`src/common/usbcfg_defines.vh`:
```
// Constants for the USB link configuration and transfer status block
// Assumes inclusion by bare name from the rtl files
`ifndef USBCFG_DEFINES_VH
`define USBCFG_DEFINES_VH
// ==========================================
// Register offsets (byte addresses)
`define UCX_OFF_CFG 8'h00
`define UCX_OFF_CTRL 8'h04
`define UCX_OFF_STAT 8'h08
`define UCX_OFF_FLAG 8'h0C
// ==========================================
// Configuration fields
`define UCX_CFG_EYE 7
`define UCX_CFG_MON 6
`define UCX_CFG_PUP 4
`define UCX_CFG_XDIS 3
`define UCX_CFG_FS 2
`define UCX_CFG_PPB_HI 1
`define UCX_CFG_PPB_LO 0
`define UCX_CFG_WMASK 8'hDF
`define UCX_CFG_RESET 8'h00
// ==========================================
// Control fields
`define UCX_CTRL_EN 3
`define UCX_CTRL_RESET 8'h00
// ==========================================
// Status entry fields
`define UCX_ST_EP_HI 6
`define UCX_ST_EP_LO 3
`define UCX_ST_DIR 2
`define UCX_ST_BANK 1
`define UCX_FIFO_DEPTH 4
// ==========================================
// Timing
`define UCX_CLK_MHZ 250
`define UCX_FS_MHZ 48
`define UCX_LS_MHZ 6
`define UCX_BIT_FS (`UCX_CLK_MHZ / `UCX_FS_MHZ)
`define UCX_BIT_LS (`UCX_CLK_MHZ / `UCX_LS_MHZ)
`endif

```
`src/rtl/usbcfg_sync.v`:
```
// Two flip-flop synchroniser for one asynchronous level
// Assumes a single clock domain on clk_i
module usbcfg_sync (
  input wire clk_i,
  input wire rst_i,
  input wire d_i,
  output wire q_o
);
  reg s1_q;
  reg s2_q;
  always @(posedge clk_i)
  begin
    if (rst_i)
    begin
      s1_q <= 1'b0;
      s2_q <= 1'b0;
    end
    else
    begin
      s1_q <= d_i;
      s2_q <= s1_q;
    end
  end
  assign q_o = s2_q;
endmodule

```
`src/rtl/usbcfg_stfifo.v`:
```
// Four-entry transfer status FIFO
// Assumes pushes come from the engine, pops from the flag clear
`include "usbcfg_defines.vh"
module usbcfg_stfifo (
  input wire clk_i,
  input wire rst_i,
  input wire push_i,
  input wire [6:0] data_i,
  input wire pop_i,
  output wire [6:0] data_o,
  output wire empty_o,
  output wire full_o
);
  reg [6:0] mem_q [0:3];
  reg [1:0] rd_q;
  reg [1:0] wr_q;
  reg [2:0] cnt_q;
  wire do_pop;
  wire do_push;
  assign empty_o = (cnt_q == 3'd0);
  assign full_o = (cnt_q == 3'd4);
  assign do_pop = pop_i && !empty_o;
  assign do_push = push_i && (!full_o || do_pop);
  assign data_o = mem_q[rd_q];
  always @(posedge clk_i)
  begin
    if (rst_i)
    begin
      rd_q <= 2'd0;
      wr_q <= 2'd0;
      cnt_q <= 3'd0;
    end
    else
    begin
      if (do_push)
      begin
        mem_q[wr_q] <= data_i;
        wr_q <= wr_q + 2'd1;
      end
      if (do_pop)
        rd_q <= rd_q + 2'd1;
      if (do_push && !do_pop)
        cnt_q <= cnt_q + 3'd1;
      else if (do_pop && !do_push)
        cnt_q <= cnt_q - 3'd1;
    end
  end
endmodule

```
`src/rtl/usbcfg_top.v`:
```
// USB link configuration, external transceiver interface, status FIFO
// Assumes classic Wishbone master on clk_i; transceiver pins asynchronous
// Operation
// - Bit 7 of configuration enables eye-pattern test
// - Drive monitor bit makes active-low drive enable mark driving intervals
// - Internal transceiver disabled: drive enable works regardless of monitor bit
// - Pull-up on D+ at full speed, D- at low; only with internal transceiver
// - Disable bit routes bus through external transceiver interface
// - Speed bit selects 48 MHz full-speed or 6 MHz low-speed timing
// - Ping-pong field: 00 off, 01 EP0 OUT, 10 all, 11 reserved
// - Bit 5 of configuration reads zero
// - Line drives encode SE0, diff 0, diff 1; both high never driven
// - Line senses decode SE0, low speed, full speed, error
// - Drive enable low makes transceiver transmit engine data, or the eye pattern during eye test
// - Eye test repeats J-K (K-J at full speed) until cleared
// - Status port reads a four-entry FIFO of endpoint, direction, bank
// - Completed transfers push status behind unserviced ones; lost when FIFO full and no pop in that cycle
// - Clearing done flag pops; flag reasserts if entries remain
// - Host request with FIFO full is answered with NACK
// - Entry: endpoint bits 6-3, direction bit 2, bank bit 1
// - Module enable activates engine; cleared, other bits ignored
`include "usbcfg_defines.vh"
module usbcfg_top (
  input wire clk_i,
  input wire rst_i,
  input wire wb_cyc_i,
  input wire wb_stb_i,
  input wire wb_we_i,
  input wire [7:0] wb_adr_i,
  input wire [3:0] wb_sel_i,
  input wire [31:0] wb_dat_i,
  output reg [31:0] wb_dat_o,
  output wire wb_ack_o,
  output wire wb_err_o,
  input wire plus_line_sense_i,
  input wire minus_line_sense_i,
  input wire diff_receive_in_i,
  output reg plus_drive_out_o,
  output reg minus_drive_out_o,
  output reg drive_enable_n_o,
  output reg pullup_dplus_o,
  output reg pullup_dminus_o,
  output reg internal_xcvr_on_o,
  output reg full_speed_edges_o,
  output reg [1:0] pingpong_mode_o,
  output reg engine_bit_tick_o,
  output reg [1:0] line_state_o,
  output wire rx_data_o,
  input wire tx_active_i,
  input wire tx_plus_i,
  input wire tx_minus_i,
  input wire xfer_done_i,
  input wire [3:0] xfer_ep_i,
  input wire xfer_dir_i,
  input wire xfer_bank_i,
  input wire host_request_i,
  output reg nack_auto_o
);
  // ==========================================
  // Line state codes
  localparam [1:0] LS_SE0 = 2'b00;
  localparam [1:0] LS_LOW = 2'b01;
  localparam [1:0] LS_FULL = 2'b10;
  localparam [1:0] LS_ERR = 2'b11;
  // Eye test states, one-hot
  localparam [2:0] EY_IDLE = 3'b001;
  localparam [2:0] EY_J = 3'b010;
  localparam [2:0] EY_K = 3'b100;

  reg [7:0] cfg_q;
  reg [7:0] ctrl_q;
  reg done_q;
  reg ack_q;
  reg [2:0] eye_q;
  reg [2:0] eye_d;
  reg [7:0] div_q;
  wire vp_s;
  wire vm_s;
  wire rcv_s;
  wire en;
  wire xdis;
  wire fs;
  wire eye_on;
  wire [6:0] fifo_q;
  wire fifo_empty;
  wire fifo_full;
  wire req;
  wire wr;
  wire pop;
  wire [31:0] div_fs_full;
  wire [31:0] div_ls_full;
  wire [7:0] div_max;
  wire tick;

  function [1:0] decode_lines;
    input p;
    input m;
    begin
      case ({p, m})
        2'b00: decode_lines = LS_SE0;
        2'b01: decode_lines = LS_LOW;
        2'b10: decode_lines = LS_FULL;
        default: decode_lines = LS_ERR;
      endcase
    end
  endfunction

  // ==========================================
  // Pin synchronisers
  usbcfg_sync u_sync_vp (
    .clk_i(clk_i),
    .rst_i(rst_i),
    .d_i(plus_line_sense_i),
    .q_o(vp_s)
  );
  usbcfg_sync u_sync_vm (
    .clk_i(clk_i),
    .rst_i(rst_i),
    .d_i(minus_line_sense_i),
    .q_o(vm_s)
  );
  usbcfg_sync u_sync_rcv (
    .clk_i(clk_i),
    .rst_i(rst_i),
    .d_i(diff_receive_in_i),
    .q_o(rcv_s)
  );

  // ==========================================
  // Wishbone slave, one wait state
  assign req = wb_cyc_i && wb_stb_i && !ack_q;
  assign wr = req && wb_we_i && wb_sel_i[0];
  assign wb_ack_o = ack_q;
  assign wb_err_o = 1'b0;

  always @(posedge clk_i)
  begin
    if (rst_i)
      ack_q <= 1'b0;
    else
      ack_q <= req;
  end

  always @(posedge clk_i)
  begin
    if (rst_i)
      wb_dat_o <= 32'h0000_0000;
    else if (req)
    begin
      case (wb_adr_i)
        `UCX_OFF_CFG: wb_dat_o <= {24'h00_0000, cfg_q & `UCX_CFG_WMASK};
        `UCX_OFF_CTRL: wb_dat_o <= {24'h00_0000, ctrl_q};
        `UCX_OFF_STAT: wb_dat_o <= {24'h00_0000, 1'b0, fifo_q};
        `UCX_OFF_FLAG: wb_dat_o <= {29'h0000_0000, fifo_full, !fifo_empty, done_q};
        default: wb_dat_o <= 32'h0000_0000;
      endcase
    end
  end

  // Config and control registers
  always @(posedge clk_i)
  begin
    if (rst_i)
    begin
      cfg_q <= `UCX_CFG_RESET;
      ctrl_q <= `UCX_CTRL_RESET;
    end
    else if (wr && !ack_q)
    begin
      if (wb_adr_i == `UCX_OFF_CFG)
        cfg_q <= wb_dat_i[7:0] & `UCX_CFG_WMASK;
      if (wb_adr_i == `UCX_OFF_CTRL)
        ctrl_q <= wb_dat_i[7:0] & 8'h08;
    end
  end

  assign en = ctrl_q[`UCX_CTRL_EN];
  assign xdis = cfg_q[`UCX_CFG_XDIS];
  assign fs = cfg_q[`UCX_CFG_FS];
  assign eye_on = en && cfg_q[`UCX_CFG_EYE];

  // ==========================================
  // Status FIFO and done flag
  // Writing 1 to flag bit 0 clears it and pops
  assign pop = wr && (wb_adr_i == `UCX_OFF_FLAG) && wb_dat_i[0] && done_q;

  usbcfg_stfifo u_fifo (
    .clk_i(clk_i),
    .rst_i(rst_i),
    .push_i(en && xfer_done_i),
    .data_i({xfer_ep_i, xfer_dir_i, xfer_bank_i, 1'b0}),
    .pop_i(pop),
    .data_o(fifo_q),
    .empty_o(fifo_empty),
    .full_o(fifo_full)
  );

  // Flag follows FIFO occupancy; reasserts after pop if entries remain
  always @(posedge clk_i)
  begin
    if (rst_i)
      done_q <= 1'b0;
    else if (pop)
      done_q <= 1'b0;
    else
      done_q <= !fifo_empty;
  end

  always @(posedge clk_i)
  begin
    if (rst_i)
      nack_auto_o <= 1'b0;
    else
      nack_auto_o <= en && host_request_i && fifo_full;
  end

  // ==========================================
  // Engine bit-rate divider
  assign div_fs_full = `UCX_BIT_FS - 1;
  assign div_ls_full = `UCX_BIT_LS - 1;
  assign div_max = fs ? div_fs_full[7:0] : div_ls_full[7:0];
  assign tick = (div_q == div_max);

  always @(posedge clk_i)
  begin
    if (rst_i || !en)
      div_q <= 8'h00;
    else if (tick)
      div_q <= 8'h00;
    else
      div_q <= div_q + 8'h01;
  end

  always @(posedge clk_i)
  begin
    if (rst_i)
      engine_bit_tick_o <= 1'b0;
    else
      engine_bit_tick_o <= en && tick;
  end

  // ==========================================
  // Eye pattern state machine
  always @*
  begin
    eye_d = eye_q;
    case (eye_q)
      EY_IDLE:
      begin
        if (eye_on && tick)
          eye_d = fs ? EY_K : EY_J;
      end
      EY_J:
      begin
        if (!eye_on)
          eye_d = EY_IDLE;
        else if (tick)
          eye_d = EY_K;
      end
      EY_K:
      begin
        if (!eye_on)
          eye_d = EY_IDLE;
        else if (tick)
          eye_d = EY_J;
      end
      default: eye_d = EY_IDLE;
    endcase
  end

  always @(posedge clk_i)
  begin
    if (rst_i)
      eye_q <= EY_IDLE;
    else
      eye_q <= eye_d;
  end

  // ==========================================
  // Transceiver drive
  // J is diff 1 at full speed, diff 0 at low speed
  always @(posedge clk_i)
  begin
    if (rst_i)
    begin
      plus_drive_out_o <= 1'b0;
      minus_drive_out_o <= 1'b0;
      drive_enable_n_o <= 1'b1;
    end
    else if (en && eye_q != EY_IDLE)
    begin
      plus_drive_out_o <= (eye_q == EY_J) ? fs : !fs;
      minus_drive_out_o <= (eye_q == EY_J) ? !fs : fs;
      drive_enable_n_o <= !(xdis || cfg_q[`UCX_CFG_MON]);
    end
    else if (en && tx_active_i)
    begin
      plus_drive_out_o <= tx_plus_i;
      minus_drive_out_o <= tx_minus_i && !tx_plus_i;
      drive_enable_n_o <= !(xdis || cfg_q[`UCX_CFG_MON]);
    end
    else
    begin
      plus_drive_out_o <= 1'b0;
      minus_drive_out_o <= 1'b0;
      drive_enable_n_o <= 1'b1;
    end
  end

  // ==========================================
  // Configuration outputs and line sense
  always @(posedge clk_i)
  begin
    if (rst_i)
    begin
      pullup_dplus_o <= 1'b0;
      pullup_dminus_o <= 1'b0;
      internal_xcvr_on_o <= 1'b0;
      full_speed_edges_o <= 1'b0;
      pingpong_mode_o <= 2'b00;
      line_state_o <= LS_SE0;
    end
    else
    begin
      pullup_dplus_o <= en && !xdis && cfg_q[`UCX_CFG_PUP] && fs;
      pullup_dminus_o <= en && !xdis && cfg_q[`UCX_CFG_PUP] && !fs;
      internal_xcvr_on_o <= en && !xdis;
      full_speed_edges_o <= en && fs;
      pingpong_mode_o <= en ? cfg_q[`UCX_CFG_PPB_HI:`UCX_CFG_PPB_LO] : 2'b00;
      line_state_o <= en ? decode_lines(vp_s, vm_s) : LS_SE0;
    end
  end

  assign rx_data_o = en && rcv_s;
endmodule

```
`config.mk`:
```
export PLATFORM = sky130hd
export DESIGN_NAME = usbcfg_top
export DESIGN_NICKNAME = d
export VERILOG_FILES = /design/src/rtl/usbcfg_sync.v /design/src/rtl/usbcfg_stfifo.v /design/src/rtl/usbcfg_top.v
export VERILOG_INCLUDE_DIRS = /design/src /design/src/common
export SDC_FILE = /design/constraint.sdc
export NUM_CORES = 1
export LEC_CHECK = 0
export ABC_CLOCK_PERIOD_IN_PS = 2900
export BUFFER_PORTS_ARGS = -buffer_cell sky130_fd_sc_hd__buf_2
export CORE_MARGIN = 3
export CORE_UTILIZATION = 46
export CTS_BUF_LIST = sky130_fd_sc_hd__clkbuf_16
export CTS_CLUSTER_DIAMETER = 50
export CTS_CLUSTER_SIZE = 25
export DETAILED_ROUTE_END_ITERATION = 8
export PLACE_DENSITY = 0.84
export SLEW_MARGIN = 20
export SYNTH_ARGS = -nofsm -noshare
export SYNTH_HDL_FRONTEND = slang
export SYNTH_HIERARCHICAL = 1
export SYNTH_SLANG_ARGS = --single-unit
```
`constraint.sdc`:
```
create_clock -name clk_i -period 2.9 [get_ports clk_i]
set_clock_uncertainty 0.2 [all_clocks]
set_input_delay 0.29 -clock clk_i [delete_from_list [all_inputs] [get_ports clk_i]]
set_output_delay 0.29 -clock clk_i [all_outputs]
set_load 0.01 [all_outputs]
```
==> results of run 1 <==
==> critical path, delay by kind of cell (launching register included) <==
family | cells | cell delay, ns
AO/OA/AOI/OAI | 2 | 0.27
XOR/XNOR | 1 | 0.16
adder cells (fa/ha/maj) | 2 | 0.53
buffers and inverters | 2 | 0.13
flip-flops | 1 | 0.31
AND/OR/NAND/NOR | 3 | 1.02
==> routing by layer <==
metal  vias up  part of all wire [%]
met5         -                     0
met4         0                  0.90
met3         7                   4.5
met2        59                    52
met1      1148                    43
li1       1231                     -
==> power by group <==
group	internal [mW]	leakage, nW	switching (mW)	total [mW]
sequential	1.23	0.712	0.000997	1.23
combinational	0.0430	1.05	0.0546	0.0976
clock	0.677	0.143	0.471	1.15
==> cells by family (layout without fill, tap and decap cells) <==
group	Yosys count	after routing	synth area share, %
compound gates	31	31	5.783
xor+xnor	10	10	2.424
flops	85	85	54.85
buf+inv	44	109	7.271
simple gates	112	112	17.59
other cells	1	29	0.1038
mux	23	23	9.002
fa+ha+maj	8	8	2.978
==> final cells by class <==
class                   count  area (µm²)  area share, %
flip-flops and latches     85        1982          44.54
repair buffers             84       515.5          11.59
multi-input cells         213        1489          33.46
clock inverters             7       80.08          1.800
clock buffers               9       225.2          5.062
inverters                   9       33.78         0.7593
well taps                  99       123.9          2.784
==> cell usage in the layout, fill, tap and decap left out, types with 2 or more instances in the layout <==
| cell type | count |
|---|---|
| nand2b_1 | 8 |
| clkbuf_16 | 9 |
| conb_1 | 29 |
| nand3_1 | 5 |
| nor3_1 | 2 |
| clkinvlp_4 | 2 |
| nand3b_1 | 3 |
| nor4bb_1 | 3 |
| nor4_1 | 2 |
| inv_6 | 3 |
| buf_2 | 57 |
| edfxtp_1 | 28 |
| and3_1 | 6 |
| and2_1 | 7 |
| xor2_1 | 9 |
| nor3b_1 | 4 |
| mux2i_1 | 13 |
| nand2_1 | 12 |
| dfxtp_1 | 57 |
| o31ai_1 | 2 |
| nand4_1 | 2 |
| a21oi_1 | 6 |
| mux2_2 | 2 |
| o21ai_0 | 6 |
| nor4_4 | 2 |
| buf_4 | 16 |
| a22oi_1 | 3 |
| dlygate4sd3_1 | 11 |
| o21ai_1 | 4 |
| a22o_1 | 2 |
| nor4b_1 | 3 |
| mux4_2 | 7 |
| nor2b_1 | 9 |
| inv_1 | 8 |
| ha_1 | 7 |
| nor2_1 | 37 |
==> state kept, by name, summed over array words and instances, names as in the netlist, 2 cells and up, named ones only <==
signal,cells
cfg_q,7
u_fifo/wr_q,2
eye_q,3
line_state_o,2
div_q,8
wb_dat_o,8
u_fifo/mem_q,28
u_fifo/cnt_q,3
pingpong_mode_o,2
u_fifo/rd_q,2
==> timing repair <==
item,4_1_cts,5_1_grt
gates resized for setup,0,0
hold buffers,11,0
hold endpoints to repair,29,0
==> how the worst max path moves through the flow <==
stage                                  to  cells after the start
after floorplan           u_fifo/cnt_q[2]                     11
after global placement    u_fifo/cnt_q[2]                     12
after detailed placement  u_fifo/cnt_q[2]                     12
after CTS                 u_fifo/cnt_q[2]                     10
after global routing      u_fifo/cnt_q[2]                     10
final                     u_fifo/cnt_q[2]                     10
==> through the flow <==
step	setup slack (ns)	hold WS [ns]	util [%]	setup TNS, ns	total power, mW
detailed placement	-0.07680	0.2218	54.17	-0.07680	1.344
global placement	0.005865	0.2076	54.17	0	1.342
global route	0.09697	0.005863	59.74	0	2.577
finish	0.2139	0.01202	59.74	0	2.479
CTS	0.1992	0.001030	59.74	0	2.503
floorplan	0.02030	0.1616	-	0	1.328
==> impl_metrics.json, run 1 <==
{
  "outcome": "complete, no violations",
  "nets": 473,
  "worst_path_max_delay_cell": "or3_2",
  "synth_edf_count": 28,
  "drive_gt1_share_pct": 26.78,
  "synth_area_leader_cell": "dfxtp_1",
  "clock_path_buffers": 2,
  "synthArstFlopShare_pct": 0,
  "coreArea_um2": 7447,
  "start_kind": "flop",
  "grt_pass1_wl_um": 11430,
  "die_area_um2": 8955,
  "grt_setup_unrepaired": "false",
  "antenna_found_initial": 0,
  "vias": 2445,
  "min_period_ns": 2.686,
  "hold_path_class": "primary input to flop",
  "syn-cell-area_um2": 3613,
  "ant_nets": 0,
  "wire_per_inst_um": 13.80,
  "ys_warn_count": 6,
  "cp-startpoint": "wb_ack_o",
  "p_per_area_nw_per_um2": 557.1,
  "grt_max_degree": 28,
  "post_drt_via_cell_ratio": 4.832,
  "drc_errors": 0,
  "yosysMostFrequentCell": "dfxtp_1",
  "path_max_fanout": 3,
  "maxSlewViolCount": 0,
  "vdd_drop_max_uv": 382.8,
  "syn_avg_cell_area_um2": 11.51,
  "hp-start": "wb_dat_i[3]",
  "met3_usage_pct": 5.100,
  "io-pin-count": 111,
  "htreeDepth": 3,
  "clkSinkCount": 85,
  "antenna_cells": 0,
  "synth_top_area_share_pct": 31.58,
  "worstReg2RegStart": "wb_ack_o",
  "reg2reg_depth": 10,
  "required_ns": 2.96,
  "syn2layout_area_growth_pct": 23.13,
  "drt_wl_total_um": 6985,
  "whs_path_depth": 3,
  "post_cts_buffers": 0,
  "crit_arrival_ns": 2.75,
  "clkLatencyLatePin_ns": 0.33,
  "layoutNonFillerInstCount": 506,
  "ys.flop_type": "dfxtp_1",
  "rows": 31,
  "period_share_pct": 92.63,
  "grt_pass1_vias": 2369,
  "grt-busiest-layer": "met2",
  "synth_area_leaders": "dfxtp_1, edfxtp_1, buf_4",
  "cpPeakStageDelay_ns": 0.41,
  "place_congestion": 0.8168,
  "use_met2_pct": 29.01,
  "total_leakage_power_nw": 1.904,
  "finalHoldViolations": 0,
  "die_h_um": 94.63,
  "drt-initial-drc-count": 84,
  "placed_area_um2": 4034,
  "grt.overflow.total": 0,
  "track_usage_pct": 16.75,
  "ys_seq_area_share_pct": 54.85,
  "rrSetupSlack_ns": 0.21,
  "holdPathEnd": "cfg_q[3]",
  "finalSetupViolCount": 0,
  "synth_cell_type_count": 53,
  "cts_root_buf": "clkbuf_16",
  "synth-seq-cells": 85,
  "fmax_ghz": 0.3723,
  "cap_violations": 0,
  "fillers": 618,
  "portBuffers": 57,
  "tritoncts": "built",
  "critPathKind": "flop to flop",
  "crit_chain": "nand3b_1 -> nor4_4 -> o21ai_4 -> inv_2 -> ha_1 -> inv_1 -> fa_1 -> xor2_1 -> or3_2 -> a21oi_1",
  "synthCells": 314,
  "hpwl_um": 4993,
  "r2r-end": "u_fifo/cnt_q[2]",
  "die_w_um": 94.63,
  "cts-buffers-inserted": 9,
  "start_util_pct": 48.52,
  "stdcell_area_um2": 4449,
  "place_inst": 479,
  "met1_usage_pct": 20.29,
  "cp-end-kind": "flop",
  "first_pass_iters": 4,
  "synth_commonest_cells": "dfxtp_1, nor2_1, edfxtp_1",
  "path_clk_slew_ns": 0.06
}
No activity file was read; power rests on OpenSTA's default activity.
==> run 2, diff against run 1 <==
--- a/config.mk
+++ b/config.mk
@@ -9,12 +9,13 @@
 export ABC_CLOCK_PERIOD_IN_PS = 2900
 export BUFFER_PORTS_ARGS = -buffer_cell sky130_fd_sc_hd__buf_2
 export CORE_MARGIN = 3
-export CORE_UTILIZATION = 46
+export CORE_UTILIZATION = 42
 export CTS_BUF_LIST = sky130_fd_sc_hd__clkbuf_16
 export CTS_CLUSTER_DIAMETER = 50
 export CTS_CLUSTER_SIZE = 25
 export DETAILED_ROUTE_END_ITERATION = 8
-export PLACE_DENSITY = 0.84
+export MAX_ROUTING_LAYER = met4
+export PLACE_DENSITY = 0.78
 export SLEW_MARGIN = 20
 export SYNTH_ARGS = -nofsm -noshare
 export SYNTH_HDL_FRONTEND = slang
==> run 2 against run 1 <==
Against the previous run:
- non-clock buffer count increased by 3
- first-iteration DRC count increased by 15%
- combinational power increased by 5%
- cell count increased by 1.8%
- die area increased by 8.9%
- via count increased by 2.6%
- flip-flop and latch count unchanged
- critical path depth increased by 1
- global-route usage decreased by 1.1 points
- utilization decreased by 5.7 points
- worst hold slack improved by 0.0063 ns
- sequential power about the same
==> impl_metrics.json, run 2 (synthesis results as in run 1) <==
{
  "cts-buffers-inserted": 9,
  "slew_headroom_pct": 51.73,
  "largest_reg_flops": 28,
  "required_ns": 2.97,
  "io-pin-count": 111,
  "worstReg2RegStart": "wb_ack_o",
  "drc_errors": 0,
  "grt_setup_unrepaired": "false",
  "first_pass_iters": 4,
  "cts.repair.resized": 0,
  "antenna_cells": 0,
  "grt-busiest-layer": "met2",
  "hp-start": "wb_dat_i[3]",
  "worst_pin_slew_ns": 0.7226,
  "met1_usage_pct": 17.30,
  "fillers": 702,
  "vias": 2509,
  "path_clk_slew_ns": 0.07,
  "outcome": "complete, no violations",
  "antenna_found_initial": 0,
  "hold_path_class": "primary input to flop",
  "stdcell_area_um2": 4482,
  "reg.largest.list": "u_fifo/mem_q x28, div_q x8, wb_dat_o x8",
  "grt_max_degree": 22,
  "grt_pass1_vias": 2476,
  "track_usage_pct": 15.65,
  "cp-startpoint": "wb_ack_o",
  "placed_area_um2": 4041,
  "ant_nets": 0,
  "fmax_ghz": 0.3680,
  "met3_usage_pct": 4.529,
  "die_w_um": 98.76,
  "htreeDepth": 3,
  "crit_arrival_ns": 2.79,
  "start_kind": "flop",
  "post_drt_via_cell_ratio": 4.872,
  "hpwl_um": 5157,
  "drt-initial-drc-count": 97,
  "die_area_um2": 9753,
  "grt_pass1_wl_um": 11670,
  "drive_gt1_share_pct": 26.59,
  "drt_wl_total_um": 7190,
  "start_util_pct": 43.54,
  "whs_ns": 0.01833,
  "cts_root_buf": "clkbuf_16",
  "rows": 33,
  "die_h_um": 98.76,
  "cp-end-kind": "flop",
  "place_congestion": 0.8389,
  "path_max_fanout": 4,
  "multiInputGateArea_um2": 1489,
  "layoutNonFillerInstCount": 515,
  "nets": 476,
  "place_inst": 485,
  "place_ws_ns": -0.09589,
  "finalSetupViolCount": 0,
  "clkSinkCount": 85,
  "use_met2_pct": 26.91,
  "clkLatencyLatePin_ns": 0.34,
  "mostFrequentLayoutCells": "dfxtp_1, buf_2, nor2_1",
  "cts_hold_buf": 14,
  "clock_path_buffers": 2,
  "p_per_area_nw_per_um2": 550.7,
  "post_cts_buffers": 0,
  "period_share_pct": 93.70,
  "wire_per_inst_um": 13.96,
  "seq_area_um2": 1982,
  "coreArea_um2": 8299,
  "grt.overflow.total": 0,
  "portBuffers": 57,
  "regMostFlops": "u_fifo/mem_q",
  "maxSlewViolCount": 0,
  "tritoncts": "built",
  "vdd_drop_max_uv": 453.0,
  "finalHoldViolations": 0,
  "total_leakage_power_nw": 1.919,
  "critPathKind": "flop to flop",
  "setup_slack_ns": 0.1827,
  "cap_violations": 0,
  "min_period_ns": 2.717,
  "syn2layout_area_growth_pct": 24.03
}
-- run 2: cell types whose count changed in the layout (fill, tap and decap cells not counted), sizes merged --
cell	change
clkinvlp	-1
dlygate4sd3	+3
bufinv	-1
inv	+2
-- run 2: layer usage --
layer | vias up | part of all wire [%]
li1 | 1237 | -
met4 | 0 | 2.1
met5 | - | 0
met2 | 75 | 52
met3 | 16 | 4.7
met1 | 1181 | 41
-- run 2: through the flow --
step           util [%]  total power, mW  setup TNS (ns)
6_report          54.00            2.468               0
5_1_grt           54.00            2.561               0
4_1_cts           54.00            2.495               0
3_5_place_dp      48.70            1.345        -0.09589
3_3_place_gp      48.70            1.342        -0.03039
2_1_floorplan         -            1.328               0
-- run 2: final cells by class --
type	count	share of cell area, %
Clock buffer	9	5.025
Sequential cell	85	44.22
Tap cell	105	2.931
Timing Repair Buffer	87	12.17
Multi-Input combinational cell	213	33.22
Clock inverter	7	1.675
Inverter	9	0.7538
-- run 2: worst paths after layout --
kind | cells after the start | to | slack, ns
min | 3 | cfg_q[3] | 0.02
max reg2reg | 11 | u_fifo/cnt_q[2] | 0.18
max | 11 | u_fifo/cnt_q[2] | 0.18
min reg2reg | 1 | line_state_o[0] | 0.23
-- run 2: power by group --
part	internal [mW]	switching, mW
Clock	0.612	0.522
Sequential	1.23	0.00108
Combinational	0.0456	0.0561
-- run 2: worst max-delay path, stage by stage (launching register included) --
cell	delay, ns
dfxtp_1	0.32
nand3b_1	0.22
nor4_4	0.30
buf_4	0.18
o21ai_4	0.07
inv_2	0.05
ha_1	0.16
inv_1	0.06
fa_1	0.38
xor2_1	0.16
or3_2	0.41
a21oi_1	0.14
